### config.mk
export PLATFORM = sky130hd
export DESIGN_NAME = twg_gate
export DESIGN_NICKNAME = d
export VERILOG_FILES = /design/src/twg_pkg.sv /design/src/twg_gate.sv
export SDC_FILE = /design/constraint.sdc
export NUM_CORES = 1
export LEC_CHECK = 0
export BUFFER_PORTS_ARGS = -buffer_cell sky130_fd_sc_hd__buf_2
export CAP_MARGIN = 20
export CORE_MARGIN = 3
export CORE_UTILIZATION = 60
export CTS_CLUSTER_SIZE = 20
export DETAILED_ROUTE_END_ITERATION = 8
export PLACE_DENSITY = 0.84
export RECOVER_POWER = 50
export SYNTH_ARGS = -nofsm -noshare
export SYNTH_HDL_FRONTEND = slang
export SYNTH_SLANG_ARGS = --single-unit
export TNS_END_PERCENT = 20
### constraint.sdc
create_clock -name CORE_CLK -period 4.39 [get_ports CORE_CLK]
set_input_delay 0.878 -clock CORE_CLK [delete_from_list [all_inputs] [get_ports CORE_CLK]]
set_output_delay 0.878 -clock CORE_CLK [all_outputs]
set_load 0.005 [all_outputs]
### src/twg_pkg.sv
/*
 * Constants for the timer-window comparator gate: register map, field positions,
 * reset values, timing figures and one-shot states.
 * Assumes a single 25 MHz core clock from which every count is derived.
 */
package twg_pkg;

	// Core clock rate, and the documented source rates kept for reference.
	localparam int CORE_CLK_HZ = 25_000_000;
	localparam int PWM_COUNT_CLOCK_HZ = 96_000_000;
	localparam int PERIPHERAL_CLOCK_HZ = 48_000_000;
	localparam int CLK_PER_US = CORE_CLK_HZ / 1_000_000;

	// Times in microseconds and percent, and counts derived from them.
	localparam int PWM_PERIOD_US = 300;
	localparam int PWM_DUTY_PCT = 30;
	localparam int OS_DELAY_US = 10;
	localparam int OS_WIDTH_US = 100;
	localparam int PWM_PERIOD_CYC = PWM_PERIOD_US * CLK_PER_US;
	localparam int OS_DELAY_CYC = OS_DELAY_US * CLK_PER_US;
	localparam int OS_WIDTH_CYC = OS_WIDTH_US * CLK_PER_US;

	// Widths.
	localparam int CNT_W = 16;
	localparam int DAC_W = 10;
	localparam int ADDR_W = 8;

	// Register byte offsets.
	localparam logic [7:0] OFS_CTRL = 8'h00;
	localparam logic [7:0] OFS_PERIOD = 8'h04;
	localparam logic [7:0] OFS_DUTY = 8'h08;
	localparam logic [7:0] OFS_DELAY = 8'h0C;
	localparam logic [7:0] OFS_WIDTH = 8'h10;
	localparam logic [7:0] OFS_DAC = 8'h14;
	localparam logic [7:0] OFS_STATUS = 8'h18;
	localparam logic [7:0] OFS_GEN_C = 8'h1C;
	localparam logic [7:0] OFS_GEN_D = 8'h20;

	// Control fields.
	localparam int CTRL_PWM_EN = 0;
	localparam int CTRL_OS_EN = 1;
	localparam int CTRL_CMP_EN = 2;
	localparam int CTRL_WIN_MODE = 3;
	localparam int CTRL_EDGE_LO = 4;
	localparam int CTRL_FILT_LO = 6;
	localparam int CTRL_DAC_PIN = 8;
	localparam int CTRL_W = 9;
	localparam logic [8:0] CTRL_RST = 9'h01F;

	// Edge select and filter clock select codes.
	localparam logic [1:0] EDGE_RISE = 2'h1;
	localparam logic [1:0] EDGE_FALL = 2'h2;
	localparam logic [1:0] FILT_PERIPH = 2'h0;
	localparam logic [1:0] FILT_PLL = 2'h1;
	localparam logic [1:0] FILT_OSC = 2'h2;
	localparam int FILT_TAPS = 3;

	// Status fields.
	localparam int ST_PWM = 0;
	localparam int ST_WIN = 1;
	localparam int ST_FILT = 2;
	localparam int ST_GATED = 3;
	localparam int ST_RISE = 4;

	// Reset values.
	localparam logic [15:0] DAC_RST = 16'h0200;
	localparam logic [15:0] DELAY_RST = 16'(OS_DELAY_CYC);
	localparam logic [15:0] WIDTH_RST = 16'(OS_WIDTH_CYC);

	typedef enum logic [2:0] {
		OS_IDLE = 3'h1,
		OS_DELAY = 3'h2,
		OS_PULSE = 3'h4
	} twg_os_state_t;

endpackage
### src/twg_gate.sv
/*
 * Timer-window comparator gate: PWM timer, delayed one-shot window, reference
 * converter code, filtered comparator and the gated result pin, behind APB.
 * Assumes all inputs synchronous to CORE_CLK; the analog input arrives as a sample code.
 */
// How it works
// - The gated result pin is low whenever the window pulse is low.
// - The one-shot start is taken from the PWM output on its rising, falling or both edges.
// - The PWM output runs a 300 us period with 30 percent high time by default.
// - On each trigger taken while idle the one-shot waits 10 us and then holds the window high for 100 us.
// - The window output starts at zero and is high only during the width interval.
// - A master phase times the delay and a slave phase times the width and drives the window.
// - Delay and width counts are derived from the core clock standing in for the peripheral clock.
// - Period and duty counts are derived from the core clock standing in for the PWM count clock.
// - The PWM counter wraps on the period match and the C and D registers are plain storage.
// - The PWM output starts inactive, is active high and has no cutoff and no interrupt.
// - The reference code is 10 bits, reset to 512, with its analog pin output disabled.
// - The comparator compares against the reference, flags rising edges and filters by a chosen clock.
// - The result reaches its pin only in window output mode, and no interrupt exists.
`timescale 1ns/1ns
module twg_gate #(
	parameter logic [15:0] P_PERIOD_CYC = 16'(twg_pkg::PWM_PERIOD_CYC)
) (
	// Clock, reset and enable.
	input wire logic CORE_CLK,
	input wire logic RST_N,
	input wire logic CLK_EN,
	// APB slave.
	input wire logic PSEL,
	input wire logic PENABLE,
	input wire logic PWRITE,
	input wire logic [7:0] PADDR,
	input wire logic [31:0] PWDATA,
	output logic [31:0] PRDATA,
	output logic PREADY,
	output logic PSLVERR,
	// Comparator input sample.
	input wire logic [9:0] CMP_ANALOG_INPUT,
	// Pins.
	output logic PWM_OUT_B0,
	output logic WINDOW_PULSE_OUT,
	output logic GATED_CMP_RESULT_PIN,
	output logic DAC_PIN_EN
);

	localparam logic [15:0] DUTY_RST = 16'((32'(P_PERIOD_CYC) * twg_pkg::PWM_DUTY_PCT) / 100);
	localparam logic [15:0] ONE = 16'h0001;

	logic [8:0] ctrl_q;
	logic [15:0] period_q;
	logic [15:0] duty_q;
	logic [15:0] delay_q;
	logic [15:0] width_q;
	logic [9:0] dac_q;
	logic [31:0] gen_c_q;
	logic [31:0] gen_d_q;
	logic [31:0] prdata_q;
	logic [15:0] pwm_cnt_q;
	logic pwm_q;
	logic pwm_prev_q;
	logic [15:0] os_cnt_q;
	twg_pkg::twg_os_state_t os_state_q;
	twg_pkg::twg_os_state_t os_state_d;
	logic [15:0] os_cnt_d;
	logic raw_q;
	logic [2:0] filt_sh_q;
	logic filt_q;
	logic filt_d;
	logic filt_prev_q;
	logic rise_q;
	logic [1:0] div_q;
	logic gated_q;

	// Bus decode.
	wire setup = PSEL & ~PENABLE;
	wire access = PSEL & PENABLE & CLK_EN;
	wire wr = access & PWRITE;
	wire hit_ctrl = PADDR == twg_pkg::OFS_CTRL;
	wire hit_period = PADDR == twg_pkg::OFS_PERIOD;
	wire hit_duty = PADDR == twg_pkg::OFS_DUTY;
	wire hit_delay = PADDR == twg_pkg::OFS_DELAY;
	wire hit_width = PADDR == twg_pkg::OFS_WIDTH;
	wire hit_dac = PADDR == twg_pkg::OFS_DAC;
	wire hit_status = PADDR == twg_pkg::OFS_STATUS;
	wire hit_gen_c = PADDR == twg_pkg::OFS_GEN_C;
	wire hit_gen_d = PADDR == twg_pkg::OFS_GEN_D;
	wire hit_any = hit_ctrl | hit_period | hit_duty | hit_delay | hit_width | hit_dac
		| hit_status | hit_gen_c | hit_gen_d;

	// Control fields.
	wire pwm_en = ctrl_q[twg_pkg::CTRL_PWM_EN];
	wire os_en = ctrl_q[twg_pkg::CTRL_OS_EN];
	wire cmp_en = ctrl_q[twg_pkg::CTRL_CMP_EN];
	wire win_mode = ctrl_q[twg_pkg::CTRL_WIN_MODE];
	wire [1:0] edge_sel = ctrl_q[twg_pkg::CTRL_EDGE_LO +: 2];
	wire [1:0] filt_sel = ctrl_q[twg_pkg::CTRL_FILT_LO +: 2];

	wire [31:0] status = {27'h0, rise_q, gated_q, filt_q, WINDOW_PULSE_OUT, pwm_q};

	wire [31:0] rd_mux = hit_ctrl ? {23'h0, ctrl_q} :
		hit_period ? {16'h0, period_q} :
		hit_duty ? {16'h0, duty_q} :
		hit_delay ? {16'h0, delay_q} :
		hit_width ? {16'h0, width_q} :
		hit_dac ? {22'h0, dac_q} :
		hit_status ? status :
		hit_gen_c ? gen_c_q :
		hit_gen_d ? gen_d_q : 32'h0;

	assign PREADY = CLK_EN;
	assign PSLVERR = PSEL & PENABLE & ~hit_any;
	assign PRDATA = prdata_q;

	always_ff @(posedge CORE_CLK) begin
		if (!RST_N) begin
			ctrl_q <= twg_pkg::CTRL_RST;
			period_q <= P_PERIOD_CYC;
			duty_q <= DUTY_RST;
			delay_q <= twg_pkg::DELAY_RST;
			width_q <= twg_pkg::WIDTH_RST;
			dac_q <= twg_pkg::DAC_RST[9:0];
			gen_c_q <= 32'h0;
			gen_d_q <= 32'h0;
			prdata_q <= 32'h0;
		end else if (CLK_EN) begin
			if (setup) begin
				prdata_q <= rd_mux;
			end
			if (wr && hit_ctrl) begin
				ctrl_q <= PWDATA[8:0];
			end
			if (wr && hit_period) begin
				period_q <= PWDATA[15:0];
			end
			if (wr && hit_duty) begin
				duty_q <= PWDATA[15:0];
			end
			if (wr && hit_delay) begin
				delay_q <= PWDATA[15:0];
			end
			if (wr && hit_width) begin
				width_q <= PWDATA[15:0];
			end
			if (wr && hit_dac) begin
				dac_q <= PWDATA[9:0];
			end
			// Plain storage: a write lands at once and is never transferred elsewhere.
			if (wr && hit_gen_c) begin
				gen_c_q <= PWDATA;
			end
			if (wr && hit_gen_d) begin
				gen_d_q <= PWDATA;
			end
		end
	end

	// PWM timer: free running, wraps on the period match, high while below the duty count.
	wire pwm_wrap = pwm_cnt_q >= period_q - ONE;
	wire [15:0] pwm_cnt_d = pwm_wrap ? 16'h0 : pwm_cnt_q + ONE;

	always_ff @(posedge CORE_CLK) begin
		if (!RST_N) begin
			pwm_cnt_q <= 16'h0;
			pwm_q <= 1'b0;
			pwm_prev_q <= 1'b0;
		end else if (CLK_EN) begin
			pwm_cnt_q <= pwm_en ? pwm_cnt_d : 16'h0;
			pwm_q <= pwm_en & (pwm_cnt_q < duty_q);
			pwm_prev_q <= pwm_q;
		end
	end

	assign PWM_OUT_B0 = pwm_q;

	// Start trigger from the selected PWM edge.
	wire pwm_rise = pwm_q & ~pwm_prev_q;
	wire pwm_fall = ~pwm_q & pwm_prev_q;
	wire os_trig = os_en & ((edge_sel[0] & pwm_rise) | (edge_sel[1] & pwm_fall));

	// One-shot: the delay phase is the master, the width phase the slave driving the window.
	// A trigger while a shot is running is ignored, so a short period never stretches it.
	wire delay_done = os_cnt_q >= delay_q - ONE;
	wire width_done = os_cnt_q >= width_q - ONE;

	always_comb begin
		os_state_d = os_state_q;
		os_cnt_d = os_cnt_q + ONE;
		case (os_state_q)
			twg_pkg::OS_IDLE: begin
				os_cnt_d = 16'h0;
				if (os_trig) begin
					os_state_d = twg_pkg::OS_DELAY;
				end
			end
			twg_pkg::OS_DELAY: begin
				if (delay_done) begin
					os_state_d = twg_pkg::OS_PULSE;
					os_cnt_d = 16'h0;
				end
			end
			twg_pkg::OS_PULSE: begin
				if (width_done) begin
					os_state_d = twg_pkg::OS_IDLE;
					os_cnt_d = 16'h0;
				end
			end
			default: begin
				os_state_d = twg_pkg::OS_IDLE;
				os_cnt_d = 16'h0;
			end
		endcase
		if (!os_en) begin
			os_state_d = twg_pkg::OS_IDLE;
			os_cnt_d = 16'h0;
		end
	end

	always_ff @(posedge CORE_CLK) begin
		if (!RST_N) begin
			os_state_q <= twg_pkg::OS_IDLE;
			os_cnt_q <= 16'h0;
		end else if (CLK_EN) begin
			os_state_q <= os_state_d;
			os_cnt_q <= os_cnt_d;
		end
	end

	assign WINDOW_PULSE_OUT = os_state_q == twg_pkg::OS_PULSE;
	wire win_d = os_state_d == twg_pkg::OS_PULSE;

	// Comparator: sample above reference, then a three-sample majority-free agreement filter.
	// The slower filter sources are modelled as sampling strobes from one clock.
	wire samp = (filt_sel == twg_pkg::FILT_PERIPH) ? 1'b1 :
		(filt_sel == twg_pkg::FILT_PLL) ? div_q[0] :
		(filt_sel == twg_pkg::FILT_OSC) ? (div_q == 2'h3) : 1'b1;
	wire [2:0] filt_sh_d = samp ? {filt_sh_q[1:0], raw_q} : filt_sh_q;

	always_comb begin
		filt_d = filt_q;
		if (!cmp_en) begin
			filt_d = 1'b0;
		end else if (&filt_sh_d) begin
			filt_d = 1'b1;
		end else if (~|filt_sh_d) begin
			filt_d = 1'b0;
		end
	end

	always_ff @(posedge CORE_CLK) begin
		if (!RST_N) begin
			raw_q <= 1'b0;
			filt_sh_q <= 3'h0;
			filt_q <= 1'b0;
			filt_prev_q <= 1'b0;
			rise_q <= 1'b0;
			div_q <= 2'h0;
			gated_q <= 1'b0;
		end else if (CLK_EN) begin
			div_q <= div_q + 2'h1;
			raw_q <= cmp_en & (CMP_ANALOG_INPUT > dac_q);
			filt_sh_q <= filt_sh_d;
			filt_q <= filt_d;
			filt_prev_q <= filt_q;
			// Rising-edge flag; a new edge wins over a write-one clear in the same cycle.
			if (filt_q && !filt_prev_q) begin
				rise_q <= 1'b1;
			end else if (wr && hit_status && PWDATA[twg_pkg::ST_RISE]) begin
				rise_q <= 1'b0;
			end
			// Built from next-state terms so the pin tracks the window with no lag.
			gated_q <= filt_d & win_d & win_mode;
		end
	end

	assign GATED_CMP_RESULT_PIN = gated_q;
	assign DAC_PIN_EN = ctrl_q[twg_pkg::CTRL_DAC_PIN];

	// Helper: cycles spent high in the current window pulse.
	logic [15:0] win_len_q;
	always_ff @(posedge CORE_CLK) begin
		if (!RST_N) begin
			win_len_q <= 16'h0;
		end else if (CLK_EN) begin
			win_len_q <= WINDOW_PULSE_OUT ? win_len_q + ONE : 16'h0;
		end
	end

	property p_gate_low;
		@(posedge CORE_CLK) disable iff (!RST_N) !WINDOW_PULSE_OUT |-> !GATED_CMP_RESULT_PIN;
	endproperty
	a_gate_low: assert property (p_gate_low) else $error("result high outside window");

	property p_trig;
		@(posedge CORE_CLK) disable iff (!RST_N)
			CLK_EN && os_state_q == twg_pkg::OS_IDLE && os_trig
			|=> os_state_q == twg_pkg::OS_DELAY;
	endproperty
	a_trig: assert property (p_trig) else $error("edge trigger not taken");

	property p_pwm_high;
		@(posedge CORE_CLK) disable iff (!RST_N)
			CLK_EN && pwm_en && pwm_cnt_q < duty_q |=> pwm_q;
	endproperty
	a_pwm_high: assert property (p_pwm_high) else $error("pwm low inside duty");

	property p_width;
		@(posedge CORE_CLK) disable iff (!RST_N)
			WINDOW_PULSE_OUT |-> win_len_q < width_q;
	endproperty
	a_width: assert property (p_width) else $error("window longer than width");

	property p_delay_first;
		@(posedge CORE_CLK) disable iff (!RST_N)
			$rose(WINDOW_PULSE_OUT) |-> $past(os_state_q) == twg_pkg::OS_DELAY;
	endproperty
	a_delay_first: assert property (p_delay_first) else $error("window without delay");

	// Not disabled by reset, because what reset leaves on the pins is the point here.
	property p_idle_low;
		@(posedge CORE_CLK)
			!RST_N |=> !WINDOW_PULSE_OUT && !PWM_OUT_B0 && !GATED_CMP_RESULT_PIN;
	endproperty
	a_idle_low: assert property (p_idle_low) else $error("output high after reset");

	property p_wrap;
		@(posedge CORE_CLK) disable iff (!RST_N)
			CLK_EN && pwm_en && pwm_wrap |=> pwm_cnt_q == 16'h0;
	endproperty
	a_wrap: assert property (p_wrap) else $error("pwm counter did not wrap");

	property p_mode;
		@(posedge CORE_CLK) disable iff (!RST_N)
			GATED_CMP_RESULT_PIN |-> $past(win_mode) && filt_q;
	endproperty
	a_mode: assert property (p_mode) else $error("result out of window mode");

	property p_and;
		@(posedge CORE_CLK) disable iff (!RST_N)
			CLK_EN ##1 1'b1 |-> GATED_CMP_RESULT_PIN == (filt_q && WINDOW_PULSE_OUT && $past(win_mode));
	endproperty
	a_and: assert property (p_and) else $error("gated result mismatch");

endmodule // twg_gate

==> results.yml, run 1 <==
floorplan:
  top_level_ports: 94
  die_area_um2: 21800
  fp.dieW_um: 148
  rows: 51
  start_util: 0.615
  die_h_um: 148
  core_um2: 19600
logic_synthesis:
  ys_types: 68
  synthFlopType: "dfxtp_1"
  syn_nets: 1710
  synth_cells: 1575
  ys_seq_elements: 226
  synth_top_area_share: 0.376
  synth_area_um2: 12000
  async_reset_ff_frac: 0
  synth.avg_cell_area_um2: 7.64
  yosys_warnings: 0
  yosys.area.top_type: "dfxtp_1"
  synth_edf_count: 0
  synthTopCellsByArea: "dfxtp_1 38%, nand2_1 13%, a21oi_1 9.0%"
  yosysSeqAreaShare: 0.376
sta:
  setup-violations-final: 0
  finalSetupTns_ns: 0
  fin_ws_ns: 0.298
  relSlewSlack: -0.192
  clock.fmax_mhz: 244
  worstMarginPinSlew_ns: 1.79
  skew_ns: 0.0209
  whs_ns: 0.453
  timing.final.crit_share: 0.932
  finalHoldViolations: 0
  grt_setup_unrepaired: "no"
  slew_viol_final: 37
  fin_crit_ns: 4.09
global_routing:
  grt_pass1_wl_um: 56400
  antenna_found_initial: 0
  grt_max_degree: 59
  gr-total-overflow: 0
  grt_pass1_vias: 11106
  gr-usage-all-layers: 0.314
clock_network:
  post-cts-setup-buffers: 0
  clk_path_buf_depth: 3
  ctsResizeCount: 0
  clkLatencyLatePin_ns: 0.54
  cts_made_buffers: 25
  cts.htree.levels: 1
  cts-root-buf: "clkbuf_16"
  clk_pin_slew_ns: 0.06
  cts_tree: "yes"
  cts_hold_buffers: 0
  cts_sinks: 226
cells_and_area:
  syn2layout_area_growth_pct: 11.1
  diodes: 0
  nFillCells: 1594
  multi_input_area_um2: 6880
  final_cells: 1909
  fin_area_um2: 13400
  drive_gt1_frac: 0.0906
  fin_nets: 1764
  seq_area_um2: 4520
routing:
  drtIter0Drc: 1313
  avgRoutedWirePerCell_um: 18.5
  num_vias: 11882
  drt-total-wl_um: 35300
  viasPerCell: 6.22
  ant_nets: 0
  drc: 0
  dr.pass1.iters: 6
worst_setup_path:
  critPathRequiredTime_ns: 4.84
  crit_buf_inv: 0
  cp_common_cell: "a21oi_1"
  end_kind: "register"
  ff2ff_setup_slack_ns: 0.30
  cpMaxStageDelayCell: "or4b_2"
  critPathKind: "reg2reg"
  r2r_cells: 14
  r2r-end: "os_state_q[1]"
  critPathArrivalTime_ns: 4.55
  start_kind: "register"
  cp_top_family: "simple AND/OR/NAND/NOR gates"
  crit_path_max_incr_delay_ns: 0.61
  crit_chain: "nor4_1 > nor4b_1 > nand2_1 > or2_2 > nor4_1 > xnor2_1 > ha_1 > a21oi_1 > o21ai_0 > a21oi_1 > o21a_1 > a21oi_1 > or4b_2 > a21oi_1"
  rr_startpoint: "delay_q[2]"
  path_max_fanout: 6
min_path:
  holdPathStages: 2
  hold_start: "gen_d_q[19]"
  hold_path_end: "gen_d_q[19]"
  holdCritPathClass: "reg2reg"
flow_run:
  drv_cap: 1
placement:
  pre_cts_ws_ns: 0.237
  gp_congestion: 1.01
  port_buffers: 93
  place_inst: 1866
  placed_area_um2: 12600
  hpwlAfterDp_um: 24600
run_status:
  status: "finished, violations left"
  violations: "capacitance limit, slew limit"
pwr:
  pwr_density_cell_nw_per_um2: 335
  ir_drop_mv: 0.324
  p_leak_nw: 5.06
## metal layers
layer | share of wire | vias up | wire length [um] | track usage
met4 | 0.053 | 0 | 1860 | 0.146
met1 | 0.40 | 5519 | 14100 | 0.416
met3 | 0.10 | 138 | 3520 | 0.0561
met5 | 0 | - | 0 | 0
li1 | - | 5575 | - | -
met2 | 0.45 | 650 | 15800 | 0.500
## metrics by stage
step | power (mW) | util
after floorplan | 2.25 | -
after global placement | 2.34 | 0.644
after detailed placement | 2.34 | 0.644
after CTS | 4.48 | 0.687
after global routing | 4.58 | 0.683
final | 4.48 | 0.683
## sequential cells by signal, indices dropped and copies added (netlist names), 3 cells and up
register	flops
os_cnt_q	16
delay_q	16
width_q	16
filt_sh_q	3
pwm_cnt_q	16
os_state_q	3
duty_q	16
PRDATA	32
ctrl_q	9
period_q	16
gen_d_q	32
gen_c_q	32
dac_q	10
## cell families (layout without fill, tap and decap cells)
logic type	count (synthesis)	count (layout)	synth area share
adders and majority gates	79	79	0.0821
buffers and inverters	141	210	0.0505
and+or+nand+nor	669	669	0.246
DFF	226	226	0.376
xor gates and xnor gates	49	49	0.0356
AOI/OAI and AO/OA	389	389	0.191
muxes	22	22	0.0191
## how the worst max path moves through the flow
stage,start,endpoint,cells after the start
after global placement,width_q[2],os_cnt_q[2],15
after detailed placement,width_q[2],os_cnt_q[2],15
after CTS,width_q[2],os_cnt_q[2],13
after global routing,width_q[2],os_cnt_q[2],15
after floorplan,width_q[2],os_cnt_q[1],14
final,delay_q[2],os_state_q[1],14
## power by group
part | internal, mW | switching, mW | total [mW]
combinational | 0.0701 | 0.156 | 0.226
sequential | 2.06 | 0.0157 | 2.08
clock | 1.32 | 0.854 | 2.17
## layout by cell type (no fill, tap or decap), types with 4 or more instances in the layout
master and instances:
a211oi_1 7, a21o_1 12, a21oi_1 216, a221oi_1 12, a22o_1 5, a22oi_1 9, a31oi_1 27, and2_1 4
and3_1 26, buf_2 73, buf_4 19, bufinv_16 4, clkbuf_1 35, clkbuf_16 25, dfxtp_1 226, ha_1 79
inv_1 45, mux2_2 8, mux2i_1 14, nand2_1 401, nand2b_1 16, nand3_1 54, nand3b_1 5, nand4_1 14
nor2_1 82, nor2b_1 7, nor3_1 20, nor3b_1 5, nor4_1 14, o2111ai_1 4, o211ai_1 11, o21a_1 4
o21ai_0 44, o22ai_1 6, o31ai_1 8, or4_1 7, xnor2_1 29, xor2_1 20
## cells in the mapped netlist (11+ instances only)
master / count
a21o_1: 12
a21oi_1: 217
a221oi_1: 11
a31oi_1: 27
and3_1: 26
buf_2: 15
buf_4: 16
clkbuf_1: 62
dfxtp_1: 226
ha_1: 79
inv_1: 45
mux2i_1: 14
nand2_1: 402
nand2b_1: 16
nand3_1: 53
nand4_1: 14
nor2_1: 81
nor3_1: 18
nor4_1: 13
o211ai_1: 11
o21ai_0: 44
xnor2_1: 29
xor2_1: 20
## worst reg2reg max path, stage by stage, from the launching register on
cell     delay (ns)
dfxtp_1        0.37
nor4_1         0.41
nor4b_1        0.50
nand2_1        0.16
or2_2          0.33
nor4_1         0.30
xnor2_1        0.17
ha_1           0.26
a21oi_1        0.15
o21ai_0        0.12
a21oi_1        0.12
o21a_1         0.27
a21oi_1        0.09
or4b_2         0.61
a21oi_1        0.16
## area by class of cell
class | count | share of cell area
clock buffer | 33 | 0.0505
clock inverter | 9 | 0.0123
inverter | 46 | 0.0131
multi-input combinational | 1208 | 0.514
sequential | 226 | 0.338
tap | 265 | 0.0248
timing repair buffer | 122 | 0.0470
No activity file was read; power rests on OpenSTA's default activity.
==> run 2, diff against run 1 <==
==> constraint.sdc (replaced) <==
create_clock -name CORE_CLK -period 4.39 [get_ports CORE_CLK]
set_input_delay 0.6585 -clock CORE_CLK [delete_from_list [all_inputs] [get_ports CORE_CLK]]
set_output_delay 0.6585 -clock CORE_CLK [all_outputs]
set_load 0.005 [all_outputs]
==> run 2 against run 1 <==
  * The run still ends with capacitance limit, slew limit left
  * Combinational power about the same
  * Register-to-register slack better by 0.03 ns
  * First-iteration DRC count decreased by 0.38%
  * Maximum frequency shrank 0.40%
  * Non-clock buffer count is 6 lower
  * Sequential cell count unchanged
  * Clock skew fell by 0.00071 ns
  * Critical path depth is 10 lower
  * Critical endpoint is now PRDATA[1]
  * Largest cell class unchanged
==> results.yml, run 2 (synthesis gave the netlist of run 1 again) <==
clock_network:
  cts.htree.levels: 1
  clkLatencyLatePin_ns: 0.55
  cts_made_buffers: 25
  clk_path_buf_depth: 3
  cts_tree: "yes"
  cts_hold_buffers: 0
  cts_sinks: 226
  clk_pin_slew_ns: 0.06
  cts-root-buf: "clkbuf_16"
routing:
  num_vias: 11842
  ant_nets: 0
  viasPerCell: 6.21
  drtIter0Drc: 1308
  avgRoutedWirePerCell_um: 18.5
  drt-total-wl_um: 35200
  dr.pass1.iters: 6
  drc: 0
global_routing:
  grt_pass1_wl_um: 57000
  gr-usage-all-layers: 0.315
  grt_max_degree: 137
  gr-total-overflow: 0
  grt_pass1_vias: 11330
  antenna_found_initial: 1
cells_and_area:
  syn2layout_area_growth_pct: 11.6
  fin_nets: 1758
  nFillCells: 1566
  drive_gt1_frac: 0.101
  diodes: 0
  final_cells: 1906
  layout_commonest_cell: "nand2_1"
  layout_common_cells: "401 x nand2_1, 226 x dfxtp_1, 217 x a21oi_1"
  seq_area_um2: 4520
  multi_input_area_um2: 6920
floorplan:
  top_level_ports: 94
  rows: 51
  start_util: 0.615
  fp.dieW_um: 148
  core_um2: 19600
  die_h_um: 148
  die_area_um2: 21800
placement:
  port_buffers: 93
  hpwlAfterDp_um: 24700
  place_inst: 1861
  gp_congestion: 0.988
sta:
  grt_setup_unrepaired: "no"
  fin_crit_ns: 4.11
  clock.fmax_mhz: 243
  worstMarginPinSlew_ns: 2.77
  skew_ns: 0.0202
  whs_ns: 0.354
  finalHoldViolations: 0
  setup-violations-final: 0
  slew_viol_final: 137
  timing.final.crit_share: 0.936
  relSlewSlack: -0.847
  finalSetupTns_ns: 0
worst_setup_path:
  cp_top_family: "buffers and inverters"
  critPathRequiredTime_ns: 4.81
  start_kind: "primary input"
  cpMaxStageDelayCell: "clkbuf_2"
  critPathKind: "in2reg"
  cp_common_cell: "clkbuf_2"
  path_max_fanout: 136
  crit_path_max_incr_delay_ns: 1.61
  ff2ff_setup_slack_ns: 0.33
  critPathArrivalTime_ns: 4.52
  crit_chain: "clkbuf_2 > clkinvlp_2 > clkbuf_2 > a31oi_1"
  end_kind: "register"
  crit_buf_inv: 3
pwr:
  pwr_density_cell_nw_per_um2: 340
  p_leak_nw: 5.09
  ir_drop_mv: 0.353
flow_run:
  drv_cap: 1
min_path:
  holdCritPathClass: "in2reg"
run_status:
  status: "finished, violations left"
  violations: "capacitance limit, slew limit"
run 2: stage by stage:
step	total power, mW	cell area [um2]	utilization	worst slack (ns)
6_report	4.57	13400	0.686	0.281
4_1_cts	4.57	13500	0.688	0.100
3_3_place_gp	2.34	12600	0.643	0.384
2_1_floorplan	2.25	12000	-	0.734
3_5_place_dp	2.34	12600	0.643	0.106
5_1_grt	4.68	13400	0.686	0.0408
run 2: cell type report:
| class | instances | share of cell area |
|---|---|---|
| inverters | 46 | 0.0129 |
| well taps | 265 | 0.0247 |
| repair buffers | 116 | 0.0449 |
| multi-input cells | 1208 | 0.515 |
| clock buffers | 33 | 0.0525 |
| clock inverters | 12 | 0.0135 |
| flip-flops and latches | 226 | 0.337 |
run 2: worst reg2reg max path: cells and delay by family, from the launching register on:
kind            cells  cell delay (ns)
simple gates        8             1.89
compound gates      5             1.23
flops               1             0.37
fa+ha+maj           1             0.26
xor+xnor            1             0.17
run 2: worst paths after layout:
kind,startpoint,to,cells past startpoint
max,RST_N,PRDATA[1],4
min reg2reg,gen_c_q[24],gen_c_q[24],2
max reg2reg,width_q[2],os_cnt_q[2],15
min,PWDATA[24],gen_c_q[24],3
run 2: report_power, final:
group / internal (mW) / total [mW] / switching [mW]
Combinational: 0.0708 / 0.228 / 0.157
Sequential: 2.06 / 2.08 / 0.0150
Clock: 1.37 / 2.26 / 0.891
Total: 3.50 / 4.57 / 1.06
run 2: what timing repair did:
action,CTS,global route
gates resized for setup,0,4
hold endpoints to repair,0,0
setup buffers,0,0
setup endpoints to repair,0,14
run 2: layer usage:
layer	share of wire	global-route usage	wire (um)
met5	0.00037	0	13
met4	0.051	0.153	1790
met3	0.10	0.0671	3590
met2	0.45	0.496	15700
met1	0.40	0.414	14100
